[src/verilog/rdo_pkg.sv]
// package for the radio debug output and frame marker register slice
package rdo_pkg;
    // printed offsets, kept as register indices (not all multiples of four)
    localparam logic [15:0] IDX_FRAME_MARKER_HIGH = 16'hdf00;
    localparam logic [15:0] IDX_FRAME_MARKER_LOW = 16'hdf01;
    localparam logic [15:0] IDX_DEBUG_PIN_C_CONFIG = 16'hdf2f;
    localparam logic [15:0] IDX_DEBUG_PIN_B_CONFIG = 16'hdf30;
    localparam logic [15:0] IDX_DEBUG_PIN_A_CONFIG = 16'hdf31;
    localparam logic [15:0] IDX_FREQ_OFFSET_EST = 16'hdf32;
    localparam logic [17:0] BUS_ADDR_BASE = 18'h00000;
    // field positions
    localparam int SEL_LSB = 0;
    localparam int SEL_W = 6;
    localparam int POL_BIT = 6;
    localparam int DRIVE_BIT = 7;
    // values after reset
    localparam logic [7:0] RST_FRAME_MARKER_HIGH = 8'hd3;
    localparam logic [7:0] RST_FRAME_MARKER_LOW = 8'h91;
    localparam logic [7:0] RST_PIN_CONFIG = 8'h00;
    localparam logic [7:0] RST_FREQ_EST = 8'h00;
    localparam logic RST_PIN_LEVEL = 1'h0;
    // writable bit masks per config register
    localparam logic [7:0] MASK_PIN_A_C = 8'h7f;
    localparam logic [7:0] MASK_PIN_B = 8'hff;
    // axi responses
    localparam logic [1:0] RESP_OKAY = 2'h0;
    localparam logic [1:0] RESP_SLVERR = 2'h2;

    // one debug pin's configuration
    typedef struct packed {
        logic polarity;
        logic [5:0] signal_select;
    } rdo_pin_cfg_t;

    // word address helper: byte address is four times the index
    function automatic logic [17:0] rdo_byte_addr(input logic [15:0] idx);
        rdo_byte_addr = BUS_ADDR_BASE + {idx, 2'h0};
    endfunction
endpackage

[src/verilog/rdo_regs.sv]
// axi4-lite register slice for radio debug pins and frame marker
//
// Our own choice: the AXI4-Lite interface to the registers.
`timescale 1ns/100ps
// Function
// - Each debug pin has a 6-bit selector in bits 5:0 choosing the internal signal, reset to zero.
// - Bit 6 of each pin config inverts the pin, 1 giving active low, reset to zero.
// - Bit 7 of the pin b config selects drive strength, 0 minimum and 1 maximum, reset to zero.
// - The high frame marker holds the upper sync word byte, read/write, reset 0xd3.
// - The low frame marker holds the lower sync word byte, read/write, reset 0x91.
// - The measured frequency offset is readable through a read-only status register.
module rdo_regs (
    input wire logic aclk,
    input wire logic aresetn,
    input wire logic [17:0] s_axi_awaddr,
    input wire logic s_axi_awvalid,
    output logic s_axi_awready,
    input wire logic [31:0] s_axi_wdata,
    input wire logic [3:0] s_axi_wstrb,
    input wire logic s_axi_wvalid,
    output logic s_axi_wready,
    output logic [1:0] s_axi_bresp,
    output logic s_axi_bvalid,
    input wire logic s_axi_bready,
    input wire logic [17:0] s_axi_araddr,
    input wire logic s_axi_arvalid,
    output logic s_axi_arready,
    output logic [31:0] s_axi_rdata,
    output logic [1:0] s_axi_rresp,
    output logic s_axi_rvalid,
    input wire logic s_axi_rready,
    input wire logic [63:0] internal_signals,
    input wire logic [7:0] frequency_offset_estimate,
    output logic debug_pin_a,
    output logic debug_pin_b,
    output logic debug_pin_c,
    output logic output_drive_strength,
    output logic [15:0] sync_word
);
    logic [17:0] awaddr_q;
    logic aw_have_q;
    logic [31:0] wdata_q;
    logic w_have_q;
    logic wstrb0_q;
    logic [7:0] marker_high_q;
    logic [7:0] marker_low_q;
    logic [7:0] pin_a_q;
    logic [7:0] pin_b_q;
    logic [7:0] pin_c_q;
    logic [7:0] freq_est_q;
    logic do_write;
    logic wr_hit;
    logic [7:0] rd_val;
    logic rd_hit;

    // channels accepted independently, one write in flight
    assign s_axi_awready = !aw_have_q && !s_axi_bvalid;
    assign s_axi_wready = !w_have_q && !s_axi_bvalid;
    assign s_axi_arready = !s_axi_rvalid;
    assign do_write = aw_have_q && w_have_q && !s_axi_bvalid;

    // hold write address and data until both have arrived
    always_ff @(posedge aclk) begin
        if (!aresetn) begin
            aw_have_q <= 1'b0;
            awaddr_q <= '0;
        end else if (s_axi_awvalid && s_axi_awready) begin
            aw_have_q <= 1'b1;
            awaddr_q <= s_axi_awaddr;
        end else if (do_write) begin
            aw_have_q <= 1'b0;
        end
    end

    always_ff @(posedge aclk) begin
        if (!aresetn) begin
            w_have_q <= 1'b0;
            wdata_q <= '0;
            wstrb0_q <= 1'b0;
        end else if (s_axi_wvalid && s_axi_wready) begin
            w_have_q <= 1'b1;
            wdata_q <= s_axi_wdata;
            wstrb0_q <= s_axi_wstrb[0];
        end else if (do_write) begin
            w_have_q <= 1'b0;
        end
    end

    // address decode for writes; status register is not writable
    always_comb begin
        unique case (awaddr_q)
            rdo_pkg::rdo_byte_addr(rdo_pkg::IDX_FRAME_MARKER_HIGH),
            rdo_pkg::rdo_byte_addr(rdo_pkg::IDX_FRAME_MARKER_LOW),
            rdo_pkg::rdo_byte_addr(rdo_pkg::IDX_DEBUG_PIN_C_CONFIG),
            rdo_pkg::rdo_byte_addr(rdo_pkg::IDX_DEBUG_PIN_B_CONFIG),
            rdo_pkg::rdo_byte_addr(rdo_pkg::IDX_DEBUG_PIN_A_CONFIG): wr_hit = 1'b1;
            default: wr_hit = 1'b0;
        endcase
    end

    // write response raised once both halves are in, dropped on bready
    always_ff @(posedge aclk) begin
        if (!aresetn) begin
            s_axi_bvalid <= 1'b0;
        end else if (do_write) begin
            s_axi_bvalid <= 1'b1;
        end else if (s_axi_bready) begin
            s_axi_bvalid <= 1'b0;
        end
    end

    // slverr on unmapped or read-only addresses, held with bvalid
    always_ff @(posedge aclk) begin
        if (!aresetn) begin
            s_axi_bresp <= rdo_pkg::RESP_OKAY;
        end else if (do_write) begin
            s_axi_bresp <= wr_hit ? rdo_pkg::RESP_OKAY : rdo_pkg::RESP_SLVERR;
        end
    end

    // register storage; only byte lane 0 carries data
    // upper lanes ignored: each register is one byte, so no merge logic needed
    always_ff @(posedge aclk) begin
        if (!aresetn) begin
            marker_high_q <= rdo_pkg::RST_FRAME_MARKER_HIGH;
            marker_low_q <= rdo_pkg::RST_FRAME_MARKER_LOW;
            pin_a_q <= rdo_pkg::RST_PIN_CONFIG;
            pin_b_q <= rdo_pkg::RST_PIN_CONFIG;
            pin_c_q <= rdo_pkg::RST_PIN_CONFIG;
        end else if (do_write && wstrb0_q) begin
            unique case (awaddr_q)
                rdo_pkg::rdo_byte_addr(rdo_pkg::IDX_FRAME_MARKER_HIGH): begin
                    marker_high_q <= wdata_q[7:0];
                end
                rdo_pkg::rdo_byte_addr(rdo_pkg::IDX_FRAME_MARKER_LOW): begin
                    marker_low_q <= wdata_q[7:0];
                end
                rdo_pkg::rdo_byte_addr(rdo_pkg::IDX_DEBUG_PIN_C_CONFIG): begin
                    pin_c_q <= wdata_q[7:0] & rdo_pkg::MASK_PIN_A_C;
                end
                rdo_pkg::rdo_byte_addr(rdo_pkg::IDX_DEBUG_PIN_B_CONFIG): begin
                    pin_b_q <= wdata_q[7:0] & rdo_pkg::MASK_PIN_B;
                end
                rdo_pkg::rdo_byte_addr(rdo_pkg::IDX_DEBUG_PIN_A_CONFIG): begin
                    pin_a_q <= wdata_q[7:0] & rdo_pkg::MASK_PIN_A_C;
                end
                default: begin
                end
            endcase
        end
    end

    // estimate sampled each cycle so a read sees a stable byte
    always_ff @(posedge aclk) begin
        if (!aresetn) begin
            freq_est_q <= rdo_pkg::RST_FREQ_EST;
        end else begin
            freq_est_q <= frequency_offset_estimate;
        end
    end

    // read decode
    always_comb begin
        rd_val = 8'h00;
        rd_hit = 1'b1;
        unique case (s_axi_araddr)
            rdo_pkg::rdo_byte_addr(rdo_pkg::IDX_FRAME_MARKER_HIGH): rd_val = marker_high_q;
            rdo_pkg::rdo_byte_addr(rdo_pkg::IDX_FRAME_MARKER_LOW): rd_val = marker_low_q;
            rdo_pkg::rdo_byte_addr(rdo_pkg::IDX_DEBUG_PIN_C_CONFIG): rd_val = pin_c_q;
            rdo_pkg::rdo_byte_addr(rdo_pkg::IDX_DEBUG_PIN_B_CONFIG): rd_val = pin_b_q;
            rdo_pkg::rdo_byte_addr(rdo_pkg::IDX_DEBUG_PIN_A_CONFIG): rd_val = pin_a_q;
            rdo_pkg::rdo_byte_addr(rdo_pkg::IDX_FREQ_OFFSET_EST): rd_val = freq_est_q;
            default: rd_hit = 1'b0;
        endcase
    end

    // read answered one cycle after the address is taken
    always_ff @(posedge aclk) begin
        if (!aresetn) begin
            s_axi_rvalid <= 1'b0;
        end else if (s_axi_arvalid && s_axi_arready) begin
            s_axi_rvalid <= 1'b1;
        end else if (s_axi_rready) begin
            s_axi_rvalid <= 1'b0;
        end
    end

    // data and code captured with the address, so they stand until rready
    always_ff @(posedge aclk) begin
        if (!aresetn) begin
            s_axi_rdata <= '0;
            s_axi_rresp <= rdo_pkg::RESP_OKAY;
        end else if (s_axi_arvalid && s_axi_arready) begin
            s_axi_rdata <= {24'h000000, rd_val};
            s_axi_rresp <= rd_hit ? rdo_pkg::RESP_OKAY : rdo_pkg::RESP_SLVERR;
        end
    end

    // outputs to the radio and pad ring
    assign output_drive_strength = pin_b_q[rdo_pkg::DRIVE_BIT];
    assign sync_word = {marker_high_q, marker_low_q};

    // one mux per pin; selector and polarity from the config byte
    rdo_pin_mux u_pin_a (
        .aclk(aclk),
        .aresetn(aresetn),
        .internal_signals(internal_signals),
        .cfg(rdo_pkg::rdo_pin_cfg_t'(pin_a_q[rdo_pkg::POL_BIT:rdo_pkg::SEL_LSB])),
        .pin_q(debug_pin_a)
    );
    rdo_pin_mux u_pin_b (
        .aclk(aclk),
        .aresetn(aresetn),
        .internal_signals(internal_signals),
        .cfg(rdo_pkg::rdo_pin_cfg_t'(pin_b_q[rdo_pkg::POL_BIT:rdo_pkg::SEL_LSB])),
        .pin_q(debug_pin_b)
    );
    rdo_pin_mux u_pin_c (
        .aclk(aclk),
        .aresetn(aresetn),
        .internal_signals(internal_signals),
        .cfg(rdo_pkg::rdo_pin_cfg_t'(pin_c_q[rdo_pkg::POL_BIT:rdo_pkg::SEL_LSB])),
        .pin_q(debug_pin_c)
    );
endmodule

[src/verilog/rdo_pin_mux.sv]
// one debug pin: signal select and polarity
`timescale 1ns/100ps
module rdo_pin_mux (
    input wire logic aclk,
    input wire logic aresetn,
    input wire logic [63:0] internal_signals,
    input wire rdo_pkg::rdo_pin_cfg_t cfg,
    output logic pin_q
);
    // registered so the pin carries no decode glitches
    always_ff @(posedge aclk) begin
        if (!aresetn) begin
            pin_q <= rdo_pkg::RST_PIN_LEVEL;
        end else begin
            pin_q <= internal_signals[cfg.signal_select] ^ cfg.polarity;
        end
    end
endmodule

[config.mk]
export PLATFORM = sky130hd
export DESIGN_NAME = rdo_regs
export DESIGN_NICKNAME = d
export VERILOG_FILES = /design/src/verilog/rdo_pkg.sv /design/src/verilog/rdo_regs.sv /design/src/verilog/rdo_pin_mux.sv
export SDC_FILE = /design/constraint.sdc
export NUM_CORES = 1
export LEC_CHECK = 0
export ABC_AREA = 1
export ABC_CLOCK_PERIOD_IN_PS = 3300
export BUFFER_PORTS_ARGS = -buffer_cell sky130_fd_sc_hd__buf_4
export CORE_MARGIN = 3
export CORE_UTILIZATION = 35
export DETAILED_ROUTE_END_ITERATION = 7
export GPL_ROUTABILITY_DRIVEN = 0
export GPL_TIMING_DRIVEN = 0
export PLACE_DENSITY = 0.63
export SYNTH_ARGS = -nofsm -noshare
export SYNTH_HDL_FRONTEND = slang
export SYNTH_SLANG_ARGS = --single-unit
export TNS_END_PERCENT = 30
[constraint.sdc]
create_clock -name aclk -period 3.3 [get_ports aclk]
set_clock_uncertainty 0.1 [all_clocks]
set_input_delay 0.33 -clock aclk [delete_from_list [all_inputs] [get_ports aclk]]
set_output_delay 0.33 -clock aclk [all_outputs]
set_load 0.02 [all_outputs]
# After elaboration in Yosys (flattened, before gate mapping)

Index checks and enable logic that the tools add are counted.

Output and inout port bits: 61
Word-level logic and storage cells: 77
Input port bits: 151
Flip-flop bits (word level): 92

Reductions and logical operators: 23
Equal/unequal tests: 11
Mux-type cells: 18
Order comparisons: 3
Bitwise operators: 3

Operators by type and width:

| kind                   | count |
|---|---|
| $eq A18 B18 Y1 const B | 11 |
| $pmux W8 S6            | 1 |
| $lt A6 B7 Y1 const B   | 3 |
| $bmux W1 S6            | 3 |
| $mux W1                | 12 |
| $reduce_and A2 Y1      | 5 |
| $logic_and A1 B1 Y1    | 8 |
| $reduce_bool A2 Y1     | 4 |
| $reduce_or A6 Y1       | 1 |
| $reduce_or A5 Y1       | 1 |
| $logic_not A1 Y1       | 4 |
| $mux W2                | 2 |
| $xor A1 B1 Y1          | 3 |

# Logic depth before layout (Yosys ltp)

Word-level depth: 4
Gate-level depth with buffers: 13
Gate-level depth less buffers: 11

# By module

Synthesis repeated with hierarchy kept, for this count alone.

Cells, all modules: 1006
Area total of the unflattened synthesis: 6339.8 µm²

By module, submodules not included:

| module      | times used | area each (µm²) | cells an instance | sequential area each (µm²) |
|---|---|---|---|---|
| rdo_regs    | 1          | 4035.1          | 535               | 1741.7 |
| rdo_pin_mux | 3          | 768.2           | 157               | 20.0 |

# Worst setup path before layout

OpenSTA, ideal clock, no wires.

Path type: reg-to-reg
Start: register s_axi_bvalid
End: register awaddr_q[10]
Arrival: 1.495 ns
Clock period less this slack: 1.659 ns
Cell stages (with the launch flop): 7
Required time: 3.136 ns
Setup time: 0.064 ns
Buffers on the path: 1
Setup slack: 1.641 ns
Cell sequence: dfxtp_1 -> nor2_1 -> nand2_1 -> inv_1 -> buf_1 -> nor2_1 -> nor2_1

Longest elaborated chain between the ends: 3

Ends and longest elaborated chain:

| element                | RTL line        | RTL |
|---|---|---|
| start, declared        | rdo_regs.sv:23  | `output logic s_axi_bvalid,` |
| start signal, assigned | rdo_regs.sv:104 | `s_axi_bvalid <= 1'b0;` |
| start signal, assigned | rdo_regs.sv:106 | `s_axi_bvalid <= 1'b1;` |
| start signal, assigned | rdo_regs.sv:108 | `s_axi_bvalid <= 1'b0;` |
| $logic_not A1 Y1       | rdo_regs.sv:57  | `assign s_axi_awready = !aw_have_q && !s_axi_bvalid;` |
| $logic_and A1 B1 Y1    | rdo_regs.sv:57  |  |
| via s_axi_awready      | rdo_regs.sv:17  | `output logic s_axi_awready,` |
| $logic_and A1 B1 Y1    | rdo_regs.sv:67  | `end else if (s_axi_awvalid && s_axi_awready) begin` |
| end signal, assigned   | rdo_regs.sv:69  | `awaddr_q <= s_axi_awaddr;` |
| end, declared          | rdo_regs.sv:40  | `logic [17:0] awaddr_q;` |

The timed path passes the listed nets, and every way through them passes these cells.
A chain may end at the register's enable or synchronous reset.

# Worst setup path in the final report

Start: register pin_a_q[2]
End: register u_pin_a.pin_q

Longest elaborated chain between the ends: 3

Ends and longest elaborated chain:

| element                       | RTL line          | RTL |
|---|---|---|
| start, declared               | rdo_regs.sv:47    | `logic [7:0] pin_a_q;` |
| start signal, assigned        | rdo_regs.sv:127   | `pin_a_q <= rdo_pkg::RST_PIN_CONFIG;` |
| start signal, assigned        | rdo_regs.sv:145   | `pin_a_q <= wdata_q[7:0] & rdo_pkg::MASK_PIN_A_C;` |
| $bmux W1 S6                   | rdo_pin_mux.sv:15 | `pin_q <= internal_signals[cfg.signal_select] ^ cfg.polarity;` |
| $mux W1 (implied by the code) | rdo_pin_mux.sv:15 |  |
| $xor A1 B1 Y1                 | rdo_pin_mux.sv:15 |  |
| end signal, assigned          | rdo_pin_mux.sv:13 | `pin_q <= rdo_pkg::RST_PIN_LEVEL;` |
| end signal, assigned          | rdo_pin_mux.sv:15 |  |
| end, declared                 | rdo_pin_mux.sv:8  | `output logic pin_q` |

Every way passes these cells. The select of a mux whose other input is x is not followed.

==> qor.tcl <==
set qor(worst_setup_ep_type) {flip-flop}
set qor(root_buf_cell) {sky130_fd_sc_hd__clkbuf_16}
set qor(layout.cell_area.non_filler_um2) 7820
set qor(power.density_cell_area_nw_per_um2) 345
set qor(clk_pin_slew_ns) 0.06
set qor(place_ws_ns) 1.27
set qor(io_pins) 212
set qor(post_synth_inst_count) 979
set qor(cts_bufs_inserted) 9
set qor(postLayoutSetupSlackWorst_ns) 1.21
set qor(fillCellCount) 1806
set qor(mostFrequentLayoutCells) {sky130_fd_sc_hd__nand2_1 (311), sky130_fd_sc_hd__buf_4 (186), sky130_fd_sc_hd__nand3_1 (182)}
set qor(diodes) 0
set qor(die-width_um) 137
set qor(max_slew_headroom_pct) 50.7
set qor(ant_nets) 0
set qor(die_h_um) 137
set qor(detail_route.wl_per_cell_um) 15.8
set qor(netlist.area_leader.share_pct) 30.2
set qor(mapped_area_um2) 5970
set qor(vias_per_cell) 5.10
set qor(cp_max_fo) 10
set qor(final.hold.worst_slack_ns) 0.0694
set qor(timing_max_transition_violations_final) 0
set qor(final_layout_size_suffix_gt1_share_pct) 23.1
set qor(final.setup.tns_ns) 0
set qor(max-cap-violations) 0
set qor(nets) 1323
set qor(final_global_route_overflow_total) 0
set qor(hold_viol) 0
set qor(areaGrowthSynthToFinish_pct) 31.0
set qor(cts.sink_count) 90
set qor(ir_drop_mv) 0.313
set qor(grt_util_all_layers_pct) 23.0
set qor(report.final.setup_viol) 0
set qor(clock_tree.htree_level_count) 3
set qor(first_iter_violations) 701
set qor(grt_antenna_before_repair) 0
set qor(post-route-drc-count) 0
set qor(leading_cell_type_in_the_layout_fill_and_taps_excluded) {sky130_fd_sc_hd__nand2_1}
set qor(final_cell_count_no_fill) 1396
set qor(numPlacedInstances) 1381
set qor(cts_tree) {built}
set qor(synth.yosys.warnings) 0
set qor(placedInstanceArea_um2) 7520
set qor(pin_count_of_the_biggest_net_entering_global_routing) 14
set qor(worstHoldPathType) {in -> reg}
set qor(synth.avg_cell_area_um2) 6.10
set qor(worst-slew-pin-transition_ns) 0.740
set qor(cts-root-to-sink-buffers) 2
set qor(ys_ff_latch) 90
set qor(yosys.cell_types.count) 33
set qor(yosys.area.top_type) {sky130_fd_sc_hd__dfxtp_1}
set qor(initial_core_util_pct) 35.9
set qor(cts_hold_buffers) 0
set qor(ctsResizeCount) 0
set qor(route.vias.total) 7126
set qor(std_cell_rows) 47
set qor(post-cts-setup-buffer-count) 0
set qor(clock.fmax_ghz) 0.479
set qor(via_count_of_the_first_global_routing_pass) 6344
set qor(worst-endpoint-arrival_ns) 2.24
set qor(core_area_um2) 16600
set qor(insertion_delay_ns) 0.34
set qor(timing.setup.critical_path_class) {reg -> reg}
set qor(leakage_nw) 3.76
set qor(status) {finished clean}
set qor(period_minus_slack_ns) 2.09
set qor(r2r_setup_slack_ns) 1.21
set qor(worst-endpoint-required_ns) 3.45
set qor(period_share_pct) 63.2
set qor(drt_first_pass_iters) 7
set qor(post-dp-hpwl_um) 16700
set qor(die_area_um2) 18700
set qor(critical_path.startpoint_type) {flip-flop}
set qor(synth.top_cells.by_area) {sky130_fd_sc_hd__dfxtp_1 (30%), sky130_fd_sc_hd__nand2_1 (20%), sky130_fd_sc_hd__nand3_1 (15%), sky130_fd_sc_hd__o21ai_0 (5.4%), sky130_fd_sc_hd__a21oi_1 (4.2%)}
set qor(sum_of_routed_wire_length_over_all_layers_um) 22000
set qor(numPortBuffers) 157
set qor(grt_first_pass_wirelength_um) 33500
set qor(grt_setup_unrepaired) {no}
set qor(synth_seq_area_share_pct) 30.2
worst paths after layout:
check                   to  depth (start not counted)                          from
max          u_pin_a.pin_q                          9                    pin_a_q[2]
min          freq_est_q[6]                          3  frequency_offset_estimate[6]
max reg2reg  u_pin_a.pin_q                          9                    pin_a_q[2]
min reg2reg   awaddr_q[15]                          2                  awaddr_q[15]
worst max-delay path, cell delays in order, from the launching register on:
cell and delay [ns]:
sky130_fd_sc_hd__dfxtp_1 0.30, sky130_fd_sc_hd__buf_2 0.28, sky130_fd_sc_hd__clkinv_1 0.47, sky130_fd_sc_hd__nand3_1 0.22, sky130_fd_sc_hd__nand2_1 0.13, sky130_fd_sc_hd__nand2_1 0.08, sky130_fd_sc_hd__nand3_1 0.07, sky130_fd_sc_hd__nand3_1 0.11
sky130_fd_sc_hd__a21oi_1 0.07, sky130_fd_sc_hd__nor2_1 0.17
registers in the layout (all words and copies together) (netlist names), 7 cells and up:
name / count
s_axi_rdata: 8
awaddr_q: 18
pin_c_q: 7
marker_low_q: 8
marker_high_q: 8
pin_a_q: 7
freq_est_q: 8
wdata_q: 8
pin_b_q: 8
where the power goes:
part	total, W	switching, W	internal (W)
Sequential	0.00117	0.0000346	0.00114
Clock	0.00105	0.000393	0.000658
Combinational	0.000471	0.000260	0.000211
logic make-up after synthesis:
logic type / count (synthesis) / synth area share, %
AO/OA/AOI/OAI: 144 / 13.6
flip-flops: 90 / 30.2
other: 1 / 0.0628
AND/OR/NAND/NOR: 590 / 43.6
buffers and inverters: 154 / 12.6
metal layers:
| metal | vias up | GRT usage [%] | routed length [um] |
|---|---|---|---|
| met5 | - | 0 | 0 |
| met4 | 0 | 7.78 | 604 |
| met3 | 50 | 4.38 | 2400 |
| met2 | 385 | 36.5 | 9620 |
| met1 | 3135 | 31.4 | 9360 |
| li1 | 3556 | - | - |
layout make-up:
cell class	count	area [um2]	share of cell area, %
Sequential cell	90	1800	23.0
Clock inverter	3	65.1	0.832
Clock buffer	12	236	3.02
Inverter	75	282	3.60
Multi-Input combinational cell	760	3510	44.9
Buffer	79	468	5.98
Tap cell	220	275	3.52
Timing Repair Buffer	157	1180	15.1
synth_stat cells (all sizes together):
library cell / instances
nand2: 312
nand3: 186
dfxtp: 90
inv: 73
o21ai: 72
buf: 66
nor2: 60
a21oi: 53
nor3: 19
clkbuf: 13
o211ai: 11
nand4: 9
o22ai: 5
clkinv: 2
nor4: 2
a31oi: 1
conb: 1
nand3b: 1
o2111ai: 1
o21a: 1
or2: 1
per-stage QoR:
| step | total power, W | util, % |
|---|---|---|
| 5_1_grt | 0.00281 | 47.0 |
| 6_report | 0.00269 | 47.0 |
| 2_1_floorplan | 0.00144 | - |
| 4_1_cts | 0.00271 | 47.0 |
| 3_5_place_dp | 0.00166 | 45.2 |
| 3_3_place_gp | 0.00166 | 45.2 |
Power figures use the tool's default switching activity.
